## config.mk

```make
export PLATFORM = sky130hd
export DESIGN_NAME = lhfr_top
export DESIGN_NICKNAME = d
export VERILOG_FILES = /design/src/verilog/lhfr_pkg.sv /design/src/verilog/lhfr_retry_if.sv /design/src/verilog/lhfr_retry.sv /design/src/verilog/lhfr_top.sv
export VERILOG_INCLUDE_DIRS = /design/src /design/src/verilog
export SDC_FILE = /design/constraint.sdc
export NUM_CORES = 1
export LEC_CHECK = 0
export BUFFER_PORTS_ARGS = -buffer_cell sky130_fd_sc_hd__buf_2
export CAP_MARGIN = 20
export CORE_MARGIN = 8
export CORE_UTILIZATION = 43
export CTS_CLUSTER_SIZE = 24
export DETAILED_ROUTE_END_ITERATION = 12
export GPL_ROUTABILITY_DRIVEN = 0
export PLACE_DENSITY_LB_ADDON = 0.3
export SLEW_MARGIN = 20
export SYNTH_ARGS = -nofsm -noshare
export SYNTH_HDL_FRONTEND = slang
export SYNTH_SLANG_ARGS = --single-unit
export TNS_END_PERCENT = 20
```

## constraint.sdc

```tcl
create_clock -name clk -period 11.16 [get_ports clk]
set_clock_uncertainty 0.1 [all_clocks]
set_input_delay 0.558 -clock clk [delete_from_list [all_inputs] [get_ports clk]]
set_output_delay 0.558 -clock clk [all_outputs]
set_load 0.02 [all_outputs]
```

## src/verilog/lhfr_consts.svh

```systemverilog
// constants of the load handshake and fault retry controller
`ifndef LHFR_CONSTS_SVH
`define LHFR_CONSTS_SVH

// clock rate in kHz (25 MHz)
`define LHFR_CLK_KHZ 25000
// minimum retry delay in microseconds
`define LHFR_MIN_DLY_US 1000
// minimum retry delay in clock cycles, derived from the time
`define LHFR_MIN_DLY_CYC ((`LHFR_MIN_DLY_US * `LHFR_CLK_KHZ) / 1000)
// oscillator periods in one capacitor-set retry delay
`define LHFR_OSC_PER_DLY 16'd128
// quiet retry delay periods that reset the retry count
`define LHFR_QUIET_PERIODS 3'd7
// quantization levels of the retry count
`define LHFR_CNT_LVL0 11'h004
`define LHFR_CNT_LVL1 11'h010
`define LHFR_CNT_LVL2 11'h040
`define LHFR_CNT_LVL3 11'h100
`define LHFR_CNT_LVL4 11'h400
// retry count for an open retry count pin
`define LHFR_CNT_OPEN 11'h004
// saturation value of the retry counter
`define LHFR_CNT_MAX 11'h7FF
// width of the handshake timer
`define LHFR_HS_W 24

`endif

```

## src/verilog/lhfr_pkg.sv

```systemverilog
// types and helper functions of the load handshake and fault retry controller
`include "lhfr_consts.svh"

package lhfr_pkg;

    // main sequencer states, gray coded along the usual path
    typedef enum logic [2:0] {
        LHFR_DISABLED = 3'h0,
        LHFR_STARTUP = 3'h1,
        LHFR_ON = 3'h3,
        LHFR_FAULT = 3'h2,
        LHFR_HS_OFF = 3'h7
    } lhfr_state_t;

    // rounds a computed retry count up to the next supported level, 1024 at most
    function automatic logic [10:0] lhfr_quantize(input logic [15:0] n);
        logic [10:0] r;
        r = `LHFR_CNT_LVL4;
        if (n <= 16'(`LHFR_CNT_LVL0)) begin
            r = `LHFR_CNT_LVL0;
        end else if (n <= 16'(`LHFR_CNT_LVL1)) begin
            r = `LHFR_CNT_LVL1;
        end else if (n <= 16'(`LHFR_CNT_LVL2)) begin
            r = `LHFR_CNT_LVL2;
        end else if (n <= 16'(`LHFR_CNT_LVL3)) begin
            r = `LHFR_CNT_LVL3;
        end
        return r;
    endfunction

endpackage

```

## src/verilog/lhfr_retry_if.sv

```systemverilog
// signals between the sequencer and the auto-retry engine
`timescale 1ns/1ps
`default_nettype none

interface lhfr_retry_if;
    logic fault_pulse;   // fault latch being set
    logic latched;       // fault latch state
    logic ext_reset;     // supply or enable dropped
    logic allowed;       // auto-retry enabled by strap
    logic dly_cap;       // capacitor-set delay selected
    logic unlimited;     // indefinite retries
    logic [10:0] limit;  // finite retry count
    logic osc_tick;      // one retry oscillator period
    logic clear_pulse;   // auto-retry clears the latch
    logic exhausted;     // finite count used up
    logic [10:0] count;  // retries taken so far

    modport ctrl (output fault_pulse, latched, ext_reset, allowed, dly_cap,
        unlimited, limit, osc_tick, input clear_pulse, exhausted, count);
    modport retry (input fault_pulse, latched, ext_reset, allowed, dly_cap,
        unlimited, limit, osc_tick, output clear_pulse, exhausted, count);
endinterface

`default_nettype wire

```

## src/verilog/lhfr_retry.sv

```systemverilog
// auto-retry engine: retry delay, retry count and quiet-time count reset
`timescale 1ns/1ps
`default_nettype none
`include "lhfr_consts.svh"

module lhfr_retry #(
    parameter logic [15:0] MIN_DLY_CYC = 16'(`LHFR_MIN_DLY_CYC)
) (
    // clock and synchronised reset
    input wire logic clk,
    input wire logic rst_n,
    // link to the sequencer
    lhfr_retry_if.retry rif
);
    import lhfr_pkg::*;

    logic [15:0] pre_q, pre_d;
    logic [2:0] quiet_q, quiet_d;
    logic [10:0] cnt_q, cnt_d;
    logic period_done;

    // -------------------------------------------------------------
    // delay period timer and counters
    // -------------------------------------------------------------
    always_comb begin
        pre_d = pre_q;
        quiet_d = quiet_q;
        cnt_d = cnt_q;
        period_done = 1'b0;
        // one delay is 128 oscillator periods or the fixed minimum
        if (rif.dly_cap) begin
            if (rif.osc_tick) begin
                if (pre_q >= `LHFR_OSC_PER_DLY - 16'h0001) begin
                    pre_d = 16'h0000;
                    period_done = 1'b1;
                end else begin
                    pre_d = pre_q + 16'h0001;
                end
            end
        end else if (pre_q >= MIN_DLY_CYC - 16'h0001) begin
            pre_d = 16'h0000;
            period_done = 1'b1;
        end else begin
            pre_d = pre_q + 16'h0001;
        end
        // count up once per quiet period, reset count after seven
        if (period_done && !rif.latched && cnt_q != 11'h000) begin
            if (quiet_q == `LHFR_QUIET_PERIODS - 3'h1) begin
                quiet_d = 3'h0;
                cnt_d = 11'h000;
            end else begin
                quiet_d = quiet_q + 3'h1;
            end
        end
        // each fault shutdown counts one, holding at the saturation value, and restarts the delay
        if (rif.fault_pulse) begin
            pre_d = 16'h0000;
            quiet_d = 3'h0;
            if (cnt_q != `LHFR_CNT_MAX) begin
                cnt_d = cnt_q + 11'h001;
            end
        end
        // an external reset starts a fresh sequence
        if (rif.ext_reset) begin
            cnt_d = 11'h000;
            quiet_d = 3'h0;
        end
    end

    // counter registers
    always_ff @(posedge clk or negedge rst_n) begin
        if (!rst_n) begin
            pre_q <= 16'h0000;
            quiet_q <= 3'h0;
            cnt_q <= 11'h000;
        end else begin
            pre_q <= pre_d;
            quiet_q <= quiet_d;
            cnt_q <= cnt_d;
        end
    end

    // latch clears after one delay while retries remain
    assign rif.exhausted = !rif.unlimited && (cnt_q > rif.limit);
    assign rif.clear_pulse = rif.latched && rif.allowed && !rif.exhausted &&
        period_done && !rif.fault_pulse;
    assign rif.count = cnt_q;

endmodule

`default_nettype wire

```

## src/verilog/lhfr_top.sv

```systemverilog
// load handshake timer, fault latch and strap-selected auto-retry control
`timescale 1ns/1ps
`default_nettype none
`include "lhfr_consts.svh"

module lhfr_top #(
    parameter logic [15:0] MIN_DLY_CYC = 16'(`LHFR_MIN_DLY_CYC)
) (
    // clock and reset
    input wire logic clk,
    input wire logic resetn,
    // supply and enable comparators
    input wire logic supply_above_falling,
    input wire logic supply_above_rising,
    input wire logic enable_above_shutdown,
    input wire logic enable_above_rising,
    // power stage
    input wire logic startup_done,
    // load handshake
    input wire logic load_handshake_line,
    input wire logic [`LHFR_HS_W-1:0] hs_timeout_cycles,
    // internal fault sources
    input wire logic temp_above_tsd,
    input wire logic temp_above_release,
    input wire logic breaker_trip,
    input wire logic blank_timer_pin_short,
    input wire logic current_limit_pin_short,
    // retry straps
    input wire logic retry_delay_pin_short,
    input wire logic retry_delay_pin_cap,
    input wire logic retry_count_pin_short,
    input wire logic retry_count_pin_cap,
    input wire logic [15:0] retry_count_measure,
    input wire logic retry_osc,
    // status and control outputs
    output logic switch_on,
    output logic power_good_flag,
    output logic handshake_fault,
    output logic fault_latched,
    output logic latched_off,
    output logic otp_active,
    output logic [10:0] retry_count,
    output var lhfr_pkg::lhfr_state_t state
);
    import lhfr_pkg::*;

    localparam int SW = 31;

    // -------------------------------------------------------------
    // reset release
    // -------------------------------------------------------------
    logic rst_s1_q, rst_n;

    // two flip-flops release the asynchronous reset
    always_ff @(posedge clk or negedge resetn) begin
        if (!resetn) begin
            rst_s1_q <= 1'b0;
            rst_n <= 1'b0;
        end else begin
            rst_s1_q <= 1'b1;
            rst_n <= rst_s1_q;
        end
    end

    // -------------------------------------------------------------
    // input synchronisers
    // -------------------------------------------------------------
    logic [SW-1:0] raw, sync1_q, sync2_q;
    logic osc_prev_q, osc_s1_q, osc_s2_q;

    assign raw = {supply_above_falling, supply_above_rising,
        enable_above_shutdown, enable_above_rising, startup_done,
        load_handshake_line, temp_above_tsd, temp_above_release,
        breaker_trip, blank_timer_pin_short, current_limit_pin_short,
        retry_delay_pin_short, retry_delay_pin_cap, retry_count_pin_short,
        retry_count_pin_cap, retry_count_measure};

    // two flip-flops on every pin input, plus the oscillator history
    always_ff @(posedge clk or negedge rst_n) begin
        if (!rst_n) begin
            sync1_q <= '0;
            sync2_q <= '0;
            osc_prev_q <= 1'b0;
        end else begin
            sync1_q <= {raw[SW-1:16], raw[15:0]};
            sync2_q <= sync1_q;
            osc_prev_q <= osc_s2_q;
        end
    end

    // separate two-stage synchroniser for the retry oscillator
    always_ff @(posedge clk or negedge rst_n) begin
        if (!rst_n) begin
            osc_s1_q <= 1'b0;
            osc_s2_q <= 1'b0;
        end else begin
            osc_s1_q <= retry_osc;
            osc_s2_q <= osc_s1_q;
        end
    end

    logic sup_fall, sup_rise, en_sd, en_rise, gate_full, hs_high;
    logic t_hot, t_warm, cb_trip, tmr_short, lim_short;
    logic rd_short, rd_cap, rc_short, rc_cap;
    logic [15:0] rc_meas;

    assign sup_fall = sync2_q[30];
    assign sup_rise = sync2_q[29];
    assign en_sd = sync2_q[28];
    assign en_rise = sync2_q[27];
    assign gate_full = sync2_q[26];
    assign hs_high = sync2_q[25]; // high = load released the line
    assign t_hot = sync2_q[24];
    assign t_warm = sync2_q[23];
    assign cb_trip = sync2_q[22];
    assign tmr_short = sync2_q[21];
    assign lim_short = sync2_q[20];
    assign rd_short = sync2_q[19];
    assign rd_cap = sync2_q[18];
    assign rc_short = sync2_q[17];
    assign rc_cap = sync2_q[16];
    assign rc_meas = sync2_q[15:0];

    // -------------------------------------------------------------
    // retry engine link
    // -------------------------------------------------------------
    lhfr_retry_if rif();

    lhfr_retry #(
        .MIN_DLY_CYC(MIN_DLY_CYC)
    ) u_retry (
        .clk(clk),
        .rst_n(rst_n),
        .rif(rif)
    );

    // -------------------------------------------------------------
    // supply, enable and thermal hysteresis
    // -------------------------------------------------------------
    logic sup_ok_q, sup_ok_d, en_ok_q, en_ok_d, otp_q, otp_d;
    logic enabled;

    always_comb begin
        sup_ok_d = sup_ok_q;
        en_ok_d = en_ok_q;
        otp_d = otp_q;
        // supply valid between falling and rising levels
        if (!sup_fall) begin
            sup_ok_d = 1'b0;
        end else if (sup_rise) begin
            sup_ok_d = 1'b1;
        end
        // enable valid between shutdown and rising levels
        if (!en_sd) begin
            en_ok_d = 1'b0;
        end else if (en_rise) begin
            en_ok_d = 1'b1;
        end
        // hot die holds the output off until below release level
        if (t_hot) begin
            otp_d = 1'b1;
        end else if (!t_warm) begin
            otp_d = 1'b0;
        end
    end

    // hysteresis registers
    always_ff @(posedge clk or negedge rst_n) begin
        if (!rst_n) begin
            sup_ok_q <= 1'b0;
            en_ok_q <= 1'b0;
            otp_q <= 1'b0;
        end else begin
            sup_ok_q <= sup_ok_d;
            en_ok_q <= en_ok_d;
            otp_q <= otp_d;
        end
    end

    assign enabled = sup_ok_q && en_ok_q;

    // -------------------------------------------------------------
    // fault latch
    // -------------------------------------------------------------
    logic latch_q, latch_d, fault_src;

    // internal shutdown sources
    assign fault_src = enabled &&
        (t_hot || cb_trip || tmr_short || lim_short);

    always_comb begin
        latch_d = latch_q;
        // a new fault wins over any clear in the same cycle
        if (fault_src) begin
            latch_d = 1'b1;
        end else if (!enabled) begin
            latch_d = 1'b0;
        end else if (rif.clear_pulse) begin
            latch_d = 1'b0;
        end
    end

    // -------------------------------------------------------------
    // strap decode for the retry engine
    // -------------------------------------------------------------
    assign rif.fault_pulse = fault_src && !latch_q;
    assign rif.latched = latch_q;
    assign rif.ext_reset = !enabled;
    assign rif.osc_tick = osc_s2_q && !osc_prev_q;
    assign rif.allowed = !rd_short;
    assign rif.dly_cap = rd_cap && !rd_short;
    // open delay pin falls back to the minimum delay
    assign rif.unlimited = rc_short;
    // open count pin gives four, capacitor gives quantized count
    assign rif.limit = (rc_cap && !rc_short) ? lhfr_quantize(rc_meas) :
        `LHFR_CNT_OPEN;

    // -------------------------------------------------------------
    // handshake timer
    // -------------------------------------------------------------
    lhfr_state_t state_q, state_d;
    logic [`LHFR_HS_W-1:0] hs_cnt_q, hs_cnt_d;
    logic hs_expire, hs_flt_q, hs_flt_d;

    // timer charges only while powered and line released
    always_comb begin
        hs_cnt_d = '0;
        if (state_q == LHFR_ON && hs_high) begin
            hs_cnt_d = hs_cnt_q + `LHFR_HS_W'(1);
            if (hs_expire) begin
                hs_cnt_d = hs_cnt_q;
            end
        end
    end

    // threshold reached with the line still high
    assign hs_expire = state_q == LHFR_ON && hs_high &&
        hs_cnt_q >= hs_timeout_cycles;

    always_comb begin
        hs_flt_d = hs_flt_q;
        if (hs_expire) begin
            hs_flt_d = 1'b1;
        end else if (!enabled || !hs_high) begin
            hs_flt_d = 1'b0;
        end
    end

    // -------------------------------------------------------------
    // power sequencer
    // -------------------------------------------------------------
    always_comb begin
        state_d = state_q;
        case (state_q)
            LHFR_DISABLED: begin
                // enable low keeps everything off
                if (enabled && !latch_q && !otp_q) begin
                    state_d = LHFR_STARTUP;
                end
            end
            LHFR_STARTUP: begin
                if (!enabled) begin
                    state_d = LHFR_DISABLED;
                end else if (latch_q) begin
                    state_d = LHFR_FAULT;
                end else if (gate_full) begin
                    state_d = LHFR_ON;
                end
            end
            LHFR_ON: begin
                if (!enabled) begin
                    state_d = LHFR_DISABLED;
                end else if (latch_q) begin
                    state_d = LHFR_FAULT;
                end else if (hs_expire) begin
                    state_d = LHFR_HS_OFF;
                end
            end
            LHFR_FAULT: begin
                // leave when disabled, or when cleared and cool
                if (!enabled) begin
                    state_d = LHFR_DISABLED;
                end else if (!latch_q && !otp_q) begin
                    state_d = LHFR_STARTUP;
                end
            end
            LHFR_HS_OFF: begin
                if (!enabled) begin
                    state_d = LHFR_DISABLED;
                end else if (latch_q) begin
                    state_d = LHFR_FAULT;
                end else if (!hs_high) begin
                    state_d = LHFR_STARTUP;
                end
            end
            default: begin
                state_d = LHFR_DISABLED;
            end
        endcase
    end

    // -------------------------------------------------------------
    // state and output registers
    // -------------------------------------------------------------
    logic sw_d, pg_d, lo_d;

    always_comb begin
        sw_d = (state_d == LHFR_STARTUP || state_d == LHFR_ON) &&
            !latch_d;
        pg_d = state_d == LHFR_ON && !latch_d;
        lo_d = latch_d && (rd_short || rif.exhausted);
    end

    always_ff @(posedge clk or negedge rst_n) begin
        if (!rst_n) begin
            state_q <= LHFR_DISABLED;
            latch_q <= 1'b0;
            hs_cnt_q <= '0;
            hs_flt_q <= 1'b0;
            switch_on <= 1'b0;
            power_good_flag <= 1'b0;
            latched_off <= 1'b0;
            retry_count <= 11'h000;
        end else begin
            state_q <= state_d;
            latch_q <= latch_d;
            hs_cnt_q <= hs_cnt_d;
            hs_flt_q <= hs_flt_d;
            switch_on <= sw_d;
            power_good_flag <= pg_d;
            latched_off <= lo_d;
            retry_count <= rif.count;
        end
    end

    // status views of internal flops
    assign handshake_fault = hs_flt_q;
    assign fault_latched = latch_q;
    assign otp_active = otp_q;
    assign state = state_q;

endmodule

`default_nettype wire

```

* Yosys cells after proc, flatten, opt, wreduce, memory -nomap -nowiden *
Cells that the tools add are included.
W data, S select, Z words.

cells by class
  multiply operators = 0
  shifts and indexed selects = 0
  magnitude comparators = 8
  divide/modulo/power cells = 0
  bitwise operators = 0
  eq/ne operators = 14
  $add $sub $neg = 4
  mux-type cells = 49
  reductions and logical operators = 40

operators with widths
  cell                     count
  $mux W11                 10
  $mux W16                 5
  $mux W24                 2
  $mux W3                  16
  $add A24 B1 Y24 const B  1
  $ge A24 B24 Y1           1
  $logic_and A1 B1 Y1      21
  $add A16 B1 Y16 const B  1
  $ge A16 B15 Y1 const B   1
  $ge A16 B7 Y1 const B    1
  $le A16 B3 Y1 const B    1
  $le A16 B5 Y1 const B    1
  $le A16 B7 Y1 const B    1
  $le A16 B9 Y1 const B    1
  $mux W1                  15
  $pmux W3 S5              1
  $add A11 B1 Y11 const B  1
  $gt A11 B11 Y1           1
  $ne A11 B11 Y1 const B   1
  $reduce_bool A11 Y1      1
  $logic_not A1 Y1         10
  $eq A3 B2 Y1 const B     3
  $eq A3 B1 Y1 const B     2
  $eq A3 B3 Y1 const B     2
  other kinds (7)          15

word-level totals
  input port bits = 58
  bits in read-only memories = 0
  flip-flop bits (word level) = 143
  memories kept = 0
  output and inout port bits = 20
  latch bits = 0
  RAM bits = 0

* Logic depth before layout (Yosys ltp) *
Gate-level depths: netlist (run 1).

  depth in word-level cells = 17
  mapped depth = 12

* By module *
From an unflattened synthesis (run 1), not the netlist that was laid out.

second synthesis, totals
  cells, all modules = 635
  area, all modules = 6690.2 um^2

by module, submodules not included
  module      times used  cells each  area each (um^2)
  lhfr_top    1           390         4570.6
  lhfr_retry  1           245         2119.5

* Worst setup path after synthesis (run 1) *
Ideal clock, no wire load.

  path kind = reg2reg
  start point = register sync2_q[3]
  end point = register latch_q (netlist: fault_latched)
  path buffers = 0
  arrival time = 2.811 ns
  cell stages (with the launch flop) = 12
  path slack = 8.104 ns
  path through = dfrtp_1 or4_1 or3_1 o31ai_1 nand3_1 ha_1 and3_1 nor4b_1 o41ai_1 nand2b_1 a21oi_1 a31oi_1

on the way
  word-level cells in the longest chain between the ends = 15

RTL lines
  element                              RTL line          source
  from (decl)                          lhfr_top.sv:68    logic [SW-1:0] raw, sync1_q, sync2_q;
  from (signal assigned)               lhfr_top.sv:86    sync2_q <= sync1_q;
  $le A16 B9 Y1                        lhfr_pkg.sv:25    end else if (n <= 16'(`LHFR_CNT_LVL3)) begin
  $mux W11                             lhfr_pkg.sv:25
  $mux W11                             lhfr_pkg.sv:23    end else if (n <= 16'(`LHFR_CNT_LVL2)) begin
  $mux W11                             lhfr_pkg.sv:21    end else if (n <= 16'(`LHFR_CNT_LVL1)) begin
  $mux W11 *                           lhfr_pkg.sv:19    if (n <= 16'(`LHFR_CNT_LVL0)) begin
  $mux W11 (no line) *                 -
  $gt A11 B11 Y1 *                     lhfr_retry.sv:84  assign rif.exhausted = !rif.unlimited && (cnt_q > rif.limit);
  $logic_and A1 B1 Y1 *                lhfr_retry.sv:84
  $logic_not A1 Y1 *                   lhfr_retry.sv:85  assign rif.clear_pulse = rif.latched && rif.allowed && !rif.exhausted &&
  $logic_and A1 B1 Y1 * (2 in series)  lhfr_retry.sv:85
  $logic_and A1 B1 Y1 *                lhfr_retry.sv:86  period_done && !rif.fault_pulse;
  $mux W1 *                            lhfr_top.sv:198   end else if (rif.clear_pulse) begin
  $mux W1 *                            lhfr_top.sv:196   end else if (!enabled) begin
  $mux W1 *                            lhfr_top.sv:194   if (fault_src) begin
  net latch_d                          lhfr_top.sv:185   logic latch_q, latch_d, fault_src;
  to (signal assigned)                 lhfr_top.sv:326   latch_q <= latch_d;
  to (decl)                            lhfr_top.sv:185

Mark *: on every way through the listed nets, which the timed path passes. The rest lies on a longest branch.
A chain may end at the register's enable or synchronous reset.

* Worst setup path after layout (run 1) *
Same ends and word-level chain as after synthesis.

==> qor.txt, run 1 <==
CP startpoint kind = register
most common cell in the synthesized netlist = dfrtp_1
final worst-path cycle share = 30.37%
syn_area_per_cell = 10.89 sq um
design area = 7557 sq um
commonest cells in the synthesized netlist = dfrtp_1 (143), nand2_1 (51), a21oi_1 (50), ha_1 (33)
status = finished clean
Least-Margin Pin Slew = 0.7710 ns
CP top delay family = simple AND/OR/NAND/NOR gates
fmax = 295.1 MHz
Post-Synthesis Cells = 591
max_slew headroom = 48.36%
vias in the first global route = 4,997
routed length per instance = 15.44 um
fillers = 1,282
Hold WC Path Type = reg2async
first-pass GRT wire length = 23,360 um
Crit Path Max Fanout = 3
worst-path cell chain = or4_1 -> or3_1 -> o31ai_1 -> nand3_1 -> ha_1 -> and3_1 -> nor4b_1 -> o41ai_1 -> nand2b_1 -> a21oi_1 -> a31oi_1
critical path type = reg2reg
DRT Wirelength = 13,410 um
ANT nets after route = 0
endpoints failing setup = 0
Synthesis Warnings = 0
worst path bufs/invs = 0
Mapped Area = 6435 sq um
# DRC = 0
Die H = 138.3 um
CP max-delay cell = or4_1
clk root buf = clkbuf_16
Synth area leader = dfrtp_1
max-slew violation count = 0
n_diodes = 0
max-cap violation count = 0
Die Wd = 138.3 um
Iter 0 DRT Violations = 386
critical path required time = 11.33 ns
routed vias = 4,817
largest net degree at the start of global routing = 84
instance area after placement = 6974 sq um
P&R area growth vs syn = 17.44%
Clock transition at path regs = 0.06 ns
RR Startpoint = sync2_q[3]
Sum Neg Setup Slack = 0 ns
H-tree levels = 4
asr flop ratio synth = 100.0%
core area = 14,590 sq um
site row count = 44
CTS tree = done
Max clock buf depth = 2
area of the die = 19,140 sq um
Final Hold Viols = 0
worst endpoint data arrival time = 3.56 ns
Most used DFF post-synth = dfrtp_1
GRT overflow = 0
DP Wirelength = 9583 um
# resized after CTS = 0
post-synthesis sequential area ratio = 55.61%
Yosys top cell area share = 55.61%
Worst VDD drop = 0.1163 mV
IO buf count = 77
share of cells above drive strength 1 = 19.15%
Initial Util = 44.11%
worst setup path start = sync2_q[3]
Final Net Count = 762
vias per cell = 5.550
Syn Nets = 682
CP endpoint kind = register
TritonCTS buffer count = 17
GRT Util Overall = 14.63%
RSZ-0062 raised after global routing = no
Clk Latency, worst-skew pair = 0.42 ns
Pleak = 3.443 nW
number of enable flip-flop cells after synthesis = 0
Seq cells post-synth = 143
CP max stage delay = 0.55 ns
PwrDens = 153.7 nW/um^2
Clock Sinks = 143
initial antenna violation count = 1
num ports = 78
post-route minimum period = 3.389 ns
drt first pass iters = 4
post-synth cell types = 63
most area-consuming cells after synthesis = dfrtp_1 (56%), ha_1 (6.4%), a21oi_1 (3.9%), nand2_1 (3.0%), nand3_1 (2.4%)
[metal layers]
layer	vias to the layer above	GRT usage (%)	part of all wire, %
li1	2350	-	-
met1	2333	18.15	45
met2	120	23.10	49
met3	12	4.589	5.0
met4	2	6.178	1.2
met5	-	0	0.060
[path summary, 6_finish.rpt]
check,cells past startpoint,slack [ns],to
max,11,7.77,fault_latched
min,0,0.02,sync2_q[22]
max reg2reg,11,7.77,fault_latched
min reg2reg,0,0.02,sync2_q[22]
max in group asynchronous,2,9.36,retry_count[10]
min in group clk,1,0.14,sync1_q[4]
[layout make-up]
type	instances	area, sq um	share of cell area [%]
clock buffer	19	452.9	5.993
clock inverter	13	116.4	1.540
multi-input combinational	397	2638	34.90
inverter	31	116.4	1.540
timing repair buffer	81	421.7	5.579
sequential	143	3582	47.40
tap	184	230.2	3.046
[power by group]
group | internal, W | switching (W) | leakage, nW
Sequential | 0.000541 | 0.0000193 | 1.83
Combinational | 0.0000280 | 0.0000378 | 1.35
Clock | 0.000304 | 0.000231 | 0.270
[flip-flops by register name, indices dropped and copies added (netlist names), 3 cells and up]
register,cells
sync1_q,31
sync2_q,31
hs_cnt_q,24
u_retry.pre_q,16
retry_count,11
u_retry.rif.count,11
state,3
u_retry.quiet_q,3
[cells by family (layout without fill, tap and decap cells)]
family / count (synthesis) / count (layout) / synth area share [%]
buffers and inverters: 51 / 144 / 3.402
DFF: 143 / 143 / 55.61
adders and majority gates: 33 / 33 / 6.417
AOI/OAI and AO/OA: 136 / 136 / 14.16
other: 1 / 1 / 0.05828
xor gates and xnor gates: 5 / 5 / 0.6807
and+or+nand+nor: 215 / 215 / 18.57
muxes: 7 / 7 / 1.108
[layout by cell type (no fill, tap or decap), types with 9 or more instances in the layout]
cell type | netlist | layout
nand4_1 | 11 | 11
nand2b_1 | 12 | 12
inv_1 | 31 | 31
o21ai_0 | 14 | 14
nand3_1 | 31 | 31
nor2_1 | 25 | 25
buf_2 | 3 | 77
a21oi_1 | 50 | 50
o31ai_1 | 16 | 16
or3_1 | 9 | 9
clkbuf_16 | 0 | 17
dfrtp_1 | 143 | 142
and3_1 | 14 | 14
ha_1 | 33 | 33
a31oi_1 | 11 | 11
or4_1 | 16 | 16
nor3_1 | 10 | 10
nand2_1 | 51 | 51
[timing repair]
| action | in CTS | in global routing |
|---|---|---|
| setup buffers | 0 | 0 |
| hold endpoints to repair | 2 | 0 |
| hold buffers | 1 | 0 |
[per-stage QoR]
stage / cells / setup slack [ns] / hold WS, ns / util, % / power, W
finish: 868 / 7.771 / 0.02119 / 51.80 / 0.001161
global route: 868 / 7.601 / 0.03554 / 51.80 / 0.001215
detailed placement: 835 / 7.843 / 0.01561 / 47.80 / 0.0006357
CTS: 868 / 7.811 / 0.02016 / 51.78 / 0.001175
global placement: 835 / 7.946 / 0.01326 / 47.80 / 0.0006316
floorplan: 591 / 6.781 / 0.1624 / - / 0.0006095
No activity file was read; power rests on OpenSTA's default activity.
==> run 2, diff against run 1 <==
==> constraint.sdc (replaced) <==
create_clock -name clk -period 3.3 [get_ports clk]
set_clock_uncertainty 0.1 [all_clocks]
set_input_delay 0.165 -clock clk [delete_from_list [all_inputs] [get_ports clk]]
set_output_delay 0.165 -clock clk [all_outputs]
set_load 0.02 [all_outputs]
==> run 2 against run 1 <==
Register-to-register slack got worse by 7.7 ns. Non-clock buffer count increased by 37. Largest power group unchanged. Core utilization up 3.1 points. Hold slack improved by 0.22 ns. Setup slack got worse by 7.7 ns.
==> qor.txt, run 2 (same netlist as run 1, synthesis figures left out) <==
routed length per instance = 15.13 um (was 15.44 um)
CP endpoint kind = register (unchanged)
initial antenna violation count = 0 (was 1)
Hold WC Path Type = reg2async (unchanged)
routed vias = 5,006 (was 4,817)
status = finished clean (unchanged)
P&R area growth vs syn = 24.52% (was 17.44%)
CP max stage delay = 0.54 ns (was 0.55 ns)
core area = 14,590 sq um (unchanged)
Clock Sinks = 143 (unchanged)
first-pass GRT wire length = 23,700 um (was 23,360 um)
post-route minimum period = 3.230 ns (was 3.389 ns)
GRT Util Overall = 14.78% (was 14.63%)
Die Wd = 138.3 um (unchanged)
CP startpoint kind = register (unchanged)
Final Hold Viols = 0 (unchanged)
max-slew violation count = 0 (unchanged)
n_diodes = 0 (unchanged)
design area = 8013 sq um (was 7557 sq um)
area of the die = 19,140 sq um (unchanged)
Iter 0 DRT Violations = 344 (was 386)
DRT Wirelength = 13,680 um (was 13,410 um)
internal reg-to-reg setup slack = 0.07 ns (was 7.77 ns)
vias per cell = 5.538 (was 5.550)
CTS tree = done (unchanged)
instance area after placement = 6994 sq um (was 6974 sq um)
num ports = 78 (unchanged)
Worst VDD drop = 0.3502 mV (was 0.1163 mV)
# DRC = 0 (unchanged)
RSZ-0062 raised after global routing = yes (was no)
ANT nets after route = 0 (unchanged)
clk root buf = clkbuf_16 (unchanged)
R2R cell count = 11 (unchanged)
vias in the first global route = 5,093 (was 4,997)
RR Startpoint = sync2_q[1] (was sync2_q[3])
Clk Latency, worst-skew pair = 0.42 ns (about the same)
most frequent cells in the layout = dfrtp_1 (142), buf_2 (77), nand2_1 (51), a21oi_1 (49), dlygate4sd3_1 (34) (was dfrtp_1 (142), buf_2 (77), nand2_1 (51), a21oi_1 (50), ha_1 (33))
largest net degree at the start of global routing = 64 (was 84)
endpoints failing setup = 0 (unchanged)
share of cells above drive strength 1 = 19.72% (was 19.15%)
max-cap violation count = 0 (unchanged)
Initial Util = 44.11% (unchanged)
commonest non-fill, non-tap cell in the layout = dfrtp_1 (unchanged)
H-tree levels = 4 (unchanged)
CP max-delay cell = or4_4 (was or4_1)
site row count = 44 (unchanged)
Max clock buf depth = 2 (unchanged)
worst-path cell chain = or4_4 -> or3_4 -> o31ai_4 -> nand3_2 -> ha_4 -> and3_4 -> nor4b_4 -> o41ai_2 -> nand2b_1 -> a21oi_2 -> a31oi_1 (was or4_1 -> or3_1 -> o31ai_1 -> nand3_1 -> ha_1 -> and3_1 -> nor4b_1 -> o41ai_1 -> nand2b_1 -> a21oi_1 -> a31oi_1)
DP Wirelength = 9572 um (was 9583 um)
PwrDens = 502.6 nW/um^2 (was 153.7 nW/um^2)
final worst-path cycle share = 97.87% (was 30.37%)
Clock transition at path regs = 0.06 ns (about the same)
drt first pass iters = 5 (was 4)
TritonCTS buffer count = 17 (unchanged)
worst endpoint data arrival time = 3.43 ns (was 3.56 ns)
critical path required time = 3.50 ns (was 11.33 ns)
Die H = 138.3 um (unchanged)
GRT overflow = 0 (unchanged)
fmax = 309.6 MHz (was 295.1 MHz)
critical path type = reg2reg (unchanged)
FF-to-FF End = fault_latched (unchanged)
Crit Path Max Fanout = 3 (unchanged)
Largest regs = sync1_q (31), sync2_q (31), hs_cnt_q (24) (unchanged)
Final Net Count = 799 (was 762)
Pleak = 3.640 nW (was 3.443 nW)
Least-Margin Pin Slew = 0.7728 ns (was 0.7710 ns)
max_slew headroom = 48.24% (was 48.36%)
final hold slack = 0.2421 ns (was 0.02119 ns)
IO buf count = 77 (unchanged)
-- run 2: cell count changes in the layout (fill, tap and decap cells not counted), moves of 2 or more --
cell,delta
buf_4,+4
clkbuf_8,-2
dlygate4sd3_1,+33
clkinv_4,+2
bufinv_16,+2
clkinvlp_4,-2
inv_6,-2
-- run 2: layout make-up --
| cell class | count | area (sq um) |
|---|---|---|
| clock buffers | 18 | 429.2 |
| clock inverters | 13 | 155.1 |
| fillers | 1214 | 6576 |
| inverters | 31 | 116.4 |
| multi-input cells | 397 | 2709 |
| flip-flops and latches | 143 | 3582 |
| well taps | 184 | 230.2 |
| repair buffers | 118 | 790.8 |
-- run 2: repair_timing --
action / in CTS / in global routing
hold buffers: 34 / 0
setup endpoints to repair: 2 / 2
setup buffers: 0 / 3
pin swaps: 0 / 8
hold endpoints to repair: 34 / 0
resized for setup: 1 / 10
-- run 2: worst max-delay path by stage --
stage	start	end	slack (ns)
2_1_floorplan	sync2_q[3]	fault_latched	0.24
3_3_place_gp	sync2_q[3]	fault_latched	0.10
3_5_place_dp	sync2_q[3]	fault_latched	-0.03
4_1_cts	sync2_q[3]	fault_latched	0.002
5_1_grt	sync2_q[1]	fault_latched	-0.07
6_report	sync2_q[1]	fault_latched	0.07
-- run 2: power by group --
group / internal (W) / switching, W
combinational: 0.000126 / 0.000122
clock: 0.00113 / 0.000750
sequential: 0.00183 / 0.0000741
-- run 2: metrics by stage --
| stage | total power, W | TNS, ns | instances | setup WS [ns] | utilization (%) |
|---|---|---|---|---|---|
| after floorplan | 0.002061 | 0 | 591 | 0.2441 | - |
| after global placement | 0.002138 | 0 | 836 | 0.1037 | 47.94 |
| final | 0.004027 | 0 | 904 | 0.07041 | 54.92 |
| after detailed placement | 0.002148 | -0.03019 | 836 | -0.03019 | 47.94 |
| after CTS | 0.004073 | 0 | 901 | 0.001778 | 54.31 |
| after global routing | 0.004198 | -0.09705 | 904 | -0.06946 | 54.92 |
-- run 2: per-layer routing --
metal	routed length (um)	vias to the layer above	GRT usage [%]	share of wire (%)
li1	-	2419	-	-
met3	788	20	4.418	5.8
met4	219	0	6.350	1.6
met1	6062	2421	17.89	44
met2	6611	146	23.97	48
met5	0	-	0	0
-- run 2: worst max-delay path, delay by kind of cell, from the launching register on --
kind	cells	cell delay, ns
AOI/OAI and AO/OA	4	0.86
adders and majority gates	1	0.26
DFF	1	0.38
and+or+nand+nor	6	1.51
==> run 3, diff against run 2 <==
--- a/config.mk
+++ b/config.mk
@@ -6,6 +6,7 @@
 export SDC_FILE = /design/constraint.sdc
 export NUM_CORES = 1
 export LEC_CHECK = 0
+export ABC_AREA = 1
 export BUFFER_PORTS_ARGS = -buffer_cell sky130_fd_sc_hd__buf_2
 export CAP_MARGIN = 20
 export CORE_MARGIN = 8
==> run 3 against run 2 <==
Final cell count up 27%. Flip-flop and latch count unchanged. Hold slack worse by 0.095 ns. Register-to-register slack better by 0.56 ns. Area after synthesis up 5.9%. Core utilization down 1.2 points. Setup slack better by 0.56 ns. Critical path type unchanged. Highest routed layer unchanged.
==> qor.txt, run 3 <==
highest routed metal layer = met4 (unchanged)
endpoints failing setup = 0 (unchanged)
Clk Latency, worst-skew pair = 0.42 ns (about the same)
fraction of the mapped netlist area in compound gates = 7.309% (was 14.16%)
Syn Nets = 886 (was 682)
CTS tree = done (unchanged)
critical path required time = 3.55 ns (was 3.50 ns)
max-slew violation count = 0 (unchanged)
Storage cell area = 3582 sq um (unchanged)
Max clock buf depth = 2 (unchanged)
initial antenna violation count = 0 (unchanged)
Clock transition at path regs = 0.06 ns (about the same)
final worst-path cycle share = 80.97% (was 97.87%)
Synth area leader = dfrtp_1 (unchanged)
post-synthesis xor/xnor area fraction = 1.800% (was 0.6805%)
WL met1 = 7301 um (was 6062 um)
num ports = 78 (unchanged)
internal reg-to-reg setup slack = 0.63 ns (was 0.07 ns)
FF-to-FF End = power_good_flag (was fault_latched)
largest net degree at the start of global routing = 54 (was 64)
Post-Synthesis Cells = 795 (was 591)
# resized after CTS = 0 (was 1)
commonest cells in the synthesized netlist = nand2_1 (184), dfrtp_1 (143), inv_1 (108), nor2_1 (91), nand3_1 (54) (was dfrtp_1 (143), nand2_1 (51), a21oi_1 (50), ha_1 (33))
max-cap violation count = 0 (unchanged)
vias in the first global route = 5,204 (was 5,093)
clk root buf = clkbuf_16 (unchanged)
critical path type = reg2reg (unchanged)
Clock Sinks = 143 (unchanged)
routed length per instance = 13.23 um (was 15.13 um)
area of the die = 20,130 sq um (was 19,140 sq um)
Worst VDD drop = 0.3542 mV (was 0.3502 mV)
DRT Wirelength = 15,230 um (was 13,680 um)
CP startpoint kind = register (unchanged)
Sum Neg Setup Slack = 0 ns (unchanged)
Sw Pwr = 0.0009523 W (was 0.0009463 W)
fraction of synthesized area in multiplexers = 0% (was 1.108%)
vias per cell = 4.796 (was 5.538)
RSZ-0062 raised after global routing = no (was yes)
Initial Util = 43.36% (was 44.11%)
Hold WC Path Type = reg2async (unchanged)
status = finished clean (unchanged)
DP Wirelength = 10,890 um (was 9572 um)
design area = 8436 sq um (was 8013 sq um)
first-pass GRT wire length = 25,350 um (was 23,700 um)
most area-consuming cells after synthesis = dfrtp_1 (53%), nand2_1 (10%), ha_1 (6.1%), inv_1 (6.0%), nor2_1 (5.0%) (was dfrtp_1 (56%), ha_1 (6.4%), a21oi_1 (3.9%), nand2_1 (3.0%), nand3_1 (2.4%))
Final Hold Viols = 0 (unchanged)
GRT overflow = 0 (unchanged)
Power Internal = 0.003132 W (was 0.003081 W)
TritonCTS buffer count = 17 (unchanged)
Adder-Cell Fraction of Synth Area = 6.061% (was 6.416%)
most frequent cells in the layout = nand2_1 (184), dfrtp_1 (142), inv_1 (108), nor2_1 (91), buf_2 (77) (was dfrtp_1 (142), buf_2 (77), nand2_1 (51), a21oi_1 (49), dlygate4sd3_1 (34))
instance area after placement = 7480 sq um (was 6994 sq um)
# DRC = 0 (unchanged)
Sw Ratio = 23.31% (was 23.50%)
post-synth cell types = 41 (was 63)
clock share of power = 48.1% (was 46.6%)
commonest non-fill, non-tap cell in the layout = nand2_1 (was dfrtp_1)
asr flop ratio synth = 100.0% (unchanged)
Synthesis Warnings = 0 (unchanged)
P&R area growth vs syn = 23.82% (was 24.52%)
R2R cell count = 17 (was 11)
Least-Margin Pin Slew = 0.6650 ns (was 0.7728 ns)
post-route minimum period = 2.672 ns (was 3.230 ns)
met2 routed wirelength = 6943 um (was 6611 um)
Seq cells post-synth = 143 (unchanged)
post-synthesis sequential area ratio = 52.53% (was 55.61%)
max_slew headroom = 55.20% (was 48.24%)
Multi-input gate area = 2769 sq um (was 2709 sq um)
largest family of logic cells by synthesized area = simple AND/OR/NAND/NOR gates (unchanged)
fillers = 1,396 (was 1,214)
PwrDens = 484.2 nW/um^2 (was 502.6 nW/um^2)
Mapped Area = 6813 sq um (was 6435 sq um)
GRT Util Overall = 15.95% (was 14.78%)
most common cell in the synthesized netlist = nand2_1 (was dfrtp_1)
fmax = 374.2 MHz (was 309.6 MHz)
met3 WL = 717 um (was 788 um)
CP endpoint kind = register (unchanged)
Most used DFF post-synth = dfrtp_1 (unchanged)
drt first pass iters = 5 (unchanged)
Yosys top cell area share = 52.53% (was 55.61%)
Final Net Count = 1,013 (was 799)
routed vias = 5,520 (was 5,006)
share of cells above drive strength 1 = 14.12% (was 19.72%)
H-tree levels = 4 (unchanged)
RR Startpoint = sync2_q[12] (was sync2_q[1])
Pleak = 4.219 nW (was 3.640 nW)
IO buf count = 77 (unchanged)
worst setup path start = sync2_q[12] (was sync2_q[1])
site row count = 46 (was 44)
n_diodes = 0 (unchanged)
worst endpoint data arrival time = 2.92 ns (was 3.43 ns)
Die H = 141.9 um (was 138.3 um)
pre-CTS WS = 0.6165 ns (was -0.03019 ns)
Crit Path Max Fanout = 4 (was 3)
part of the power in registers = 45.9% (was 47.3%)
Die Wd = 141.9 um (was 138.3 um)
syn_area_per_cell = 8.570 sq um (was 10.89 sq um)
ANT nets after route = 0 (unchanged)
Final WS setup = 0.6279 ns (was 0.07041 ns)
simple logic cell fraction of the synthesized area = 25.42% (was 18.57%)
Iter 0 DRT Violations = 362 (was 344)
Comb power frac = 6.0% (was 6.2%)
number of enable flip-flop cells after synthesis = 0 (unchanged)
core area = 15,710 sq um (was 14,590 sq um)
Largest regs = sync1_q (31), sync2_q (31), hs_cnt_q (24) (unchanged)
-- run 3: cell families after synthesis --
group                    count (synthesis)
XOR/XNOR                                14
AO/OA/AOI/OAI                           90
buffers and inverters                  119
flip-flops                             143
AND/OR/NAND/NOR                        395
other                                    1
adder cells (fa/ha/maj)                 33
-- run 3: routing by layer --
layer | up-vias | global-route usage [%]
met5 | - | 0
met4 | 0 | 6.388
met3 | 16 | 4.032
met2 | 130 | 24.48
met1 | 2547 | 21.18
li1 | 2827 | -
-- run 3: repair_timing --
item / in CTS / in global routing
hold buffers: 34 / 0
buffers inserted: 0 / 0
hold endpoints to repair: 34 / 0
setup endpoints to repair: 0 / 0
-- run 3: critical path, cell delays in order (launching register included) --
cell and delay, ns:
dfrtp_1 0.35, nor2_1 0.09, nor3b_1 0.26, nand3_1 0.20, inv_1 0.11, o21ai_0 0.10
nor2_1 0.11, nand2_1 0.06, ha_1 0.34, nand2_1 0.06, nand3b_1 0.15, nor2_1 0.09
nor2_1 0.04, a21oi_1 0.20, nand2_1 0.07, nand3_1 0.09, nand2_1 0.09, nor2_1 0.10
-- run 3: per-stage QoR --
| step | total power, W | instances | hold WS (ns) | utilization (%) |
|---|---|---|---|---|
| after CTS | 0.004137 | 1151 | 0.1572 | 53.69 |
| after global routing | 0.004251 | 1151 | 0.1762 | 53.69 |
| after global placement | 0.002120 | 1085 | -0.1483 | 47.60 |
| after detailed placement | 0.002125 | 1085 | -0.1478 | 47.60 |
| final | 0.004085 | 1151 | 0.1471 | 53.69 |
| after floorplan | 0.002033 | 795 | -0.2306 | - |
-- run 3: cell type report --
type,count,area share [%]
clock buffer,20,5.532
clock inverter,12,1.765
inverter,110,4.924
multi-input combinational,533,32.82
sequential,143,42.47
tap,216,3.204
timing repair buffer,117,9.285
-- run 3: how the worst max path moves through the flow --
| stage | slack (ns) | cells past startpoint | endpoint |
|---|---|---|---|
| 5_1_grt | 0.23 | 17 | power_good_flag |
| 3_3_place_gp | 0.73 | 17 | power_good_flag |
| 3_5_place_dp | 0.62 | 17 | power_good_flag |
| 4_1_cts | 0.61 | 17 | power_good_flag |
| 2_1_floorplan | 0.83 | 0 | en_ok_q |
| 6_report | 0.63 | 17 | power_good_flag |
-- run 3: power groups by stage --
stage	registers [W]	clock network (W)	logic, W
2_1_floorplan	0.00192	0	0.000117
3_3_place_gp	0.00190	0	0.000215
3_5_place_dp	0.00191	0	0.000218
4_1_cts	0.00188	0.00201	0.000251
5_1_grt	0.00188	0.00208	0.000282
6_report	0.00187	0.00196	0.000246
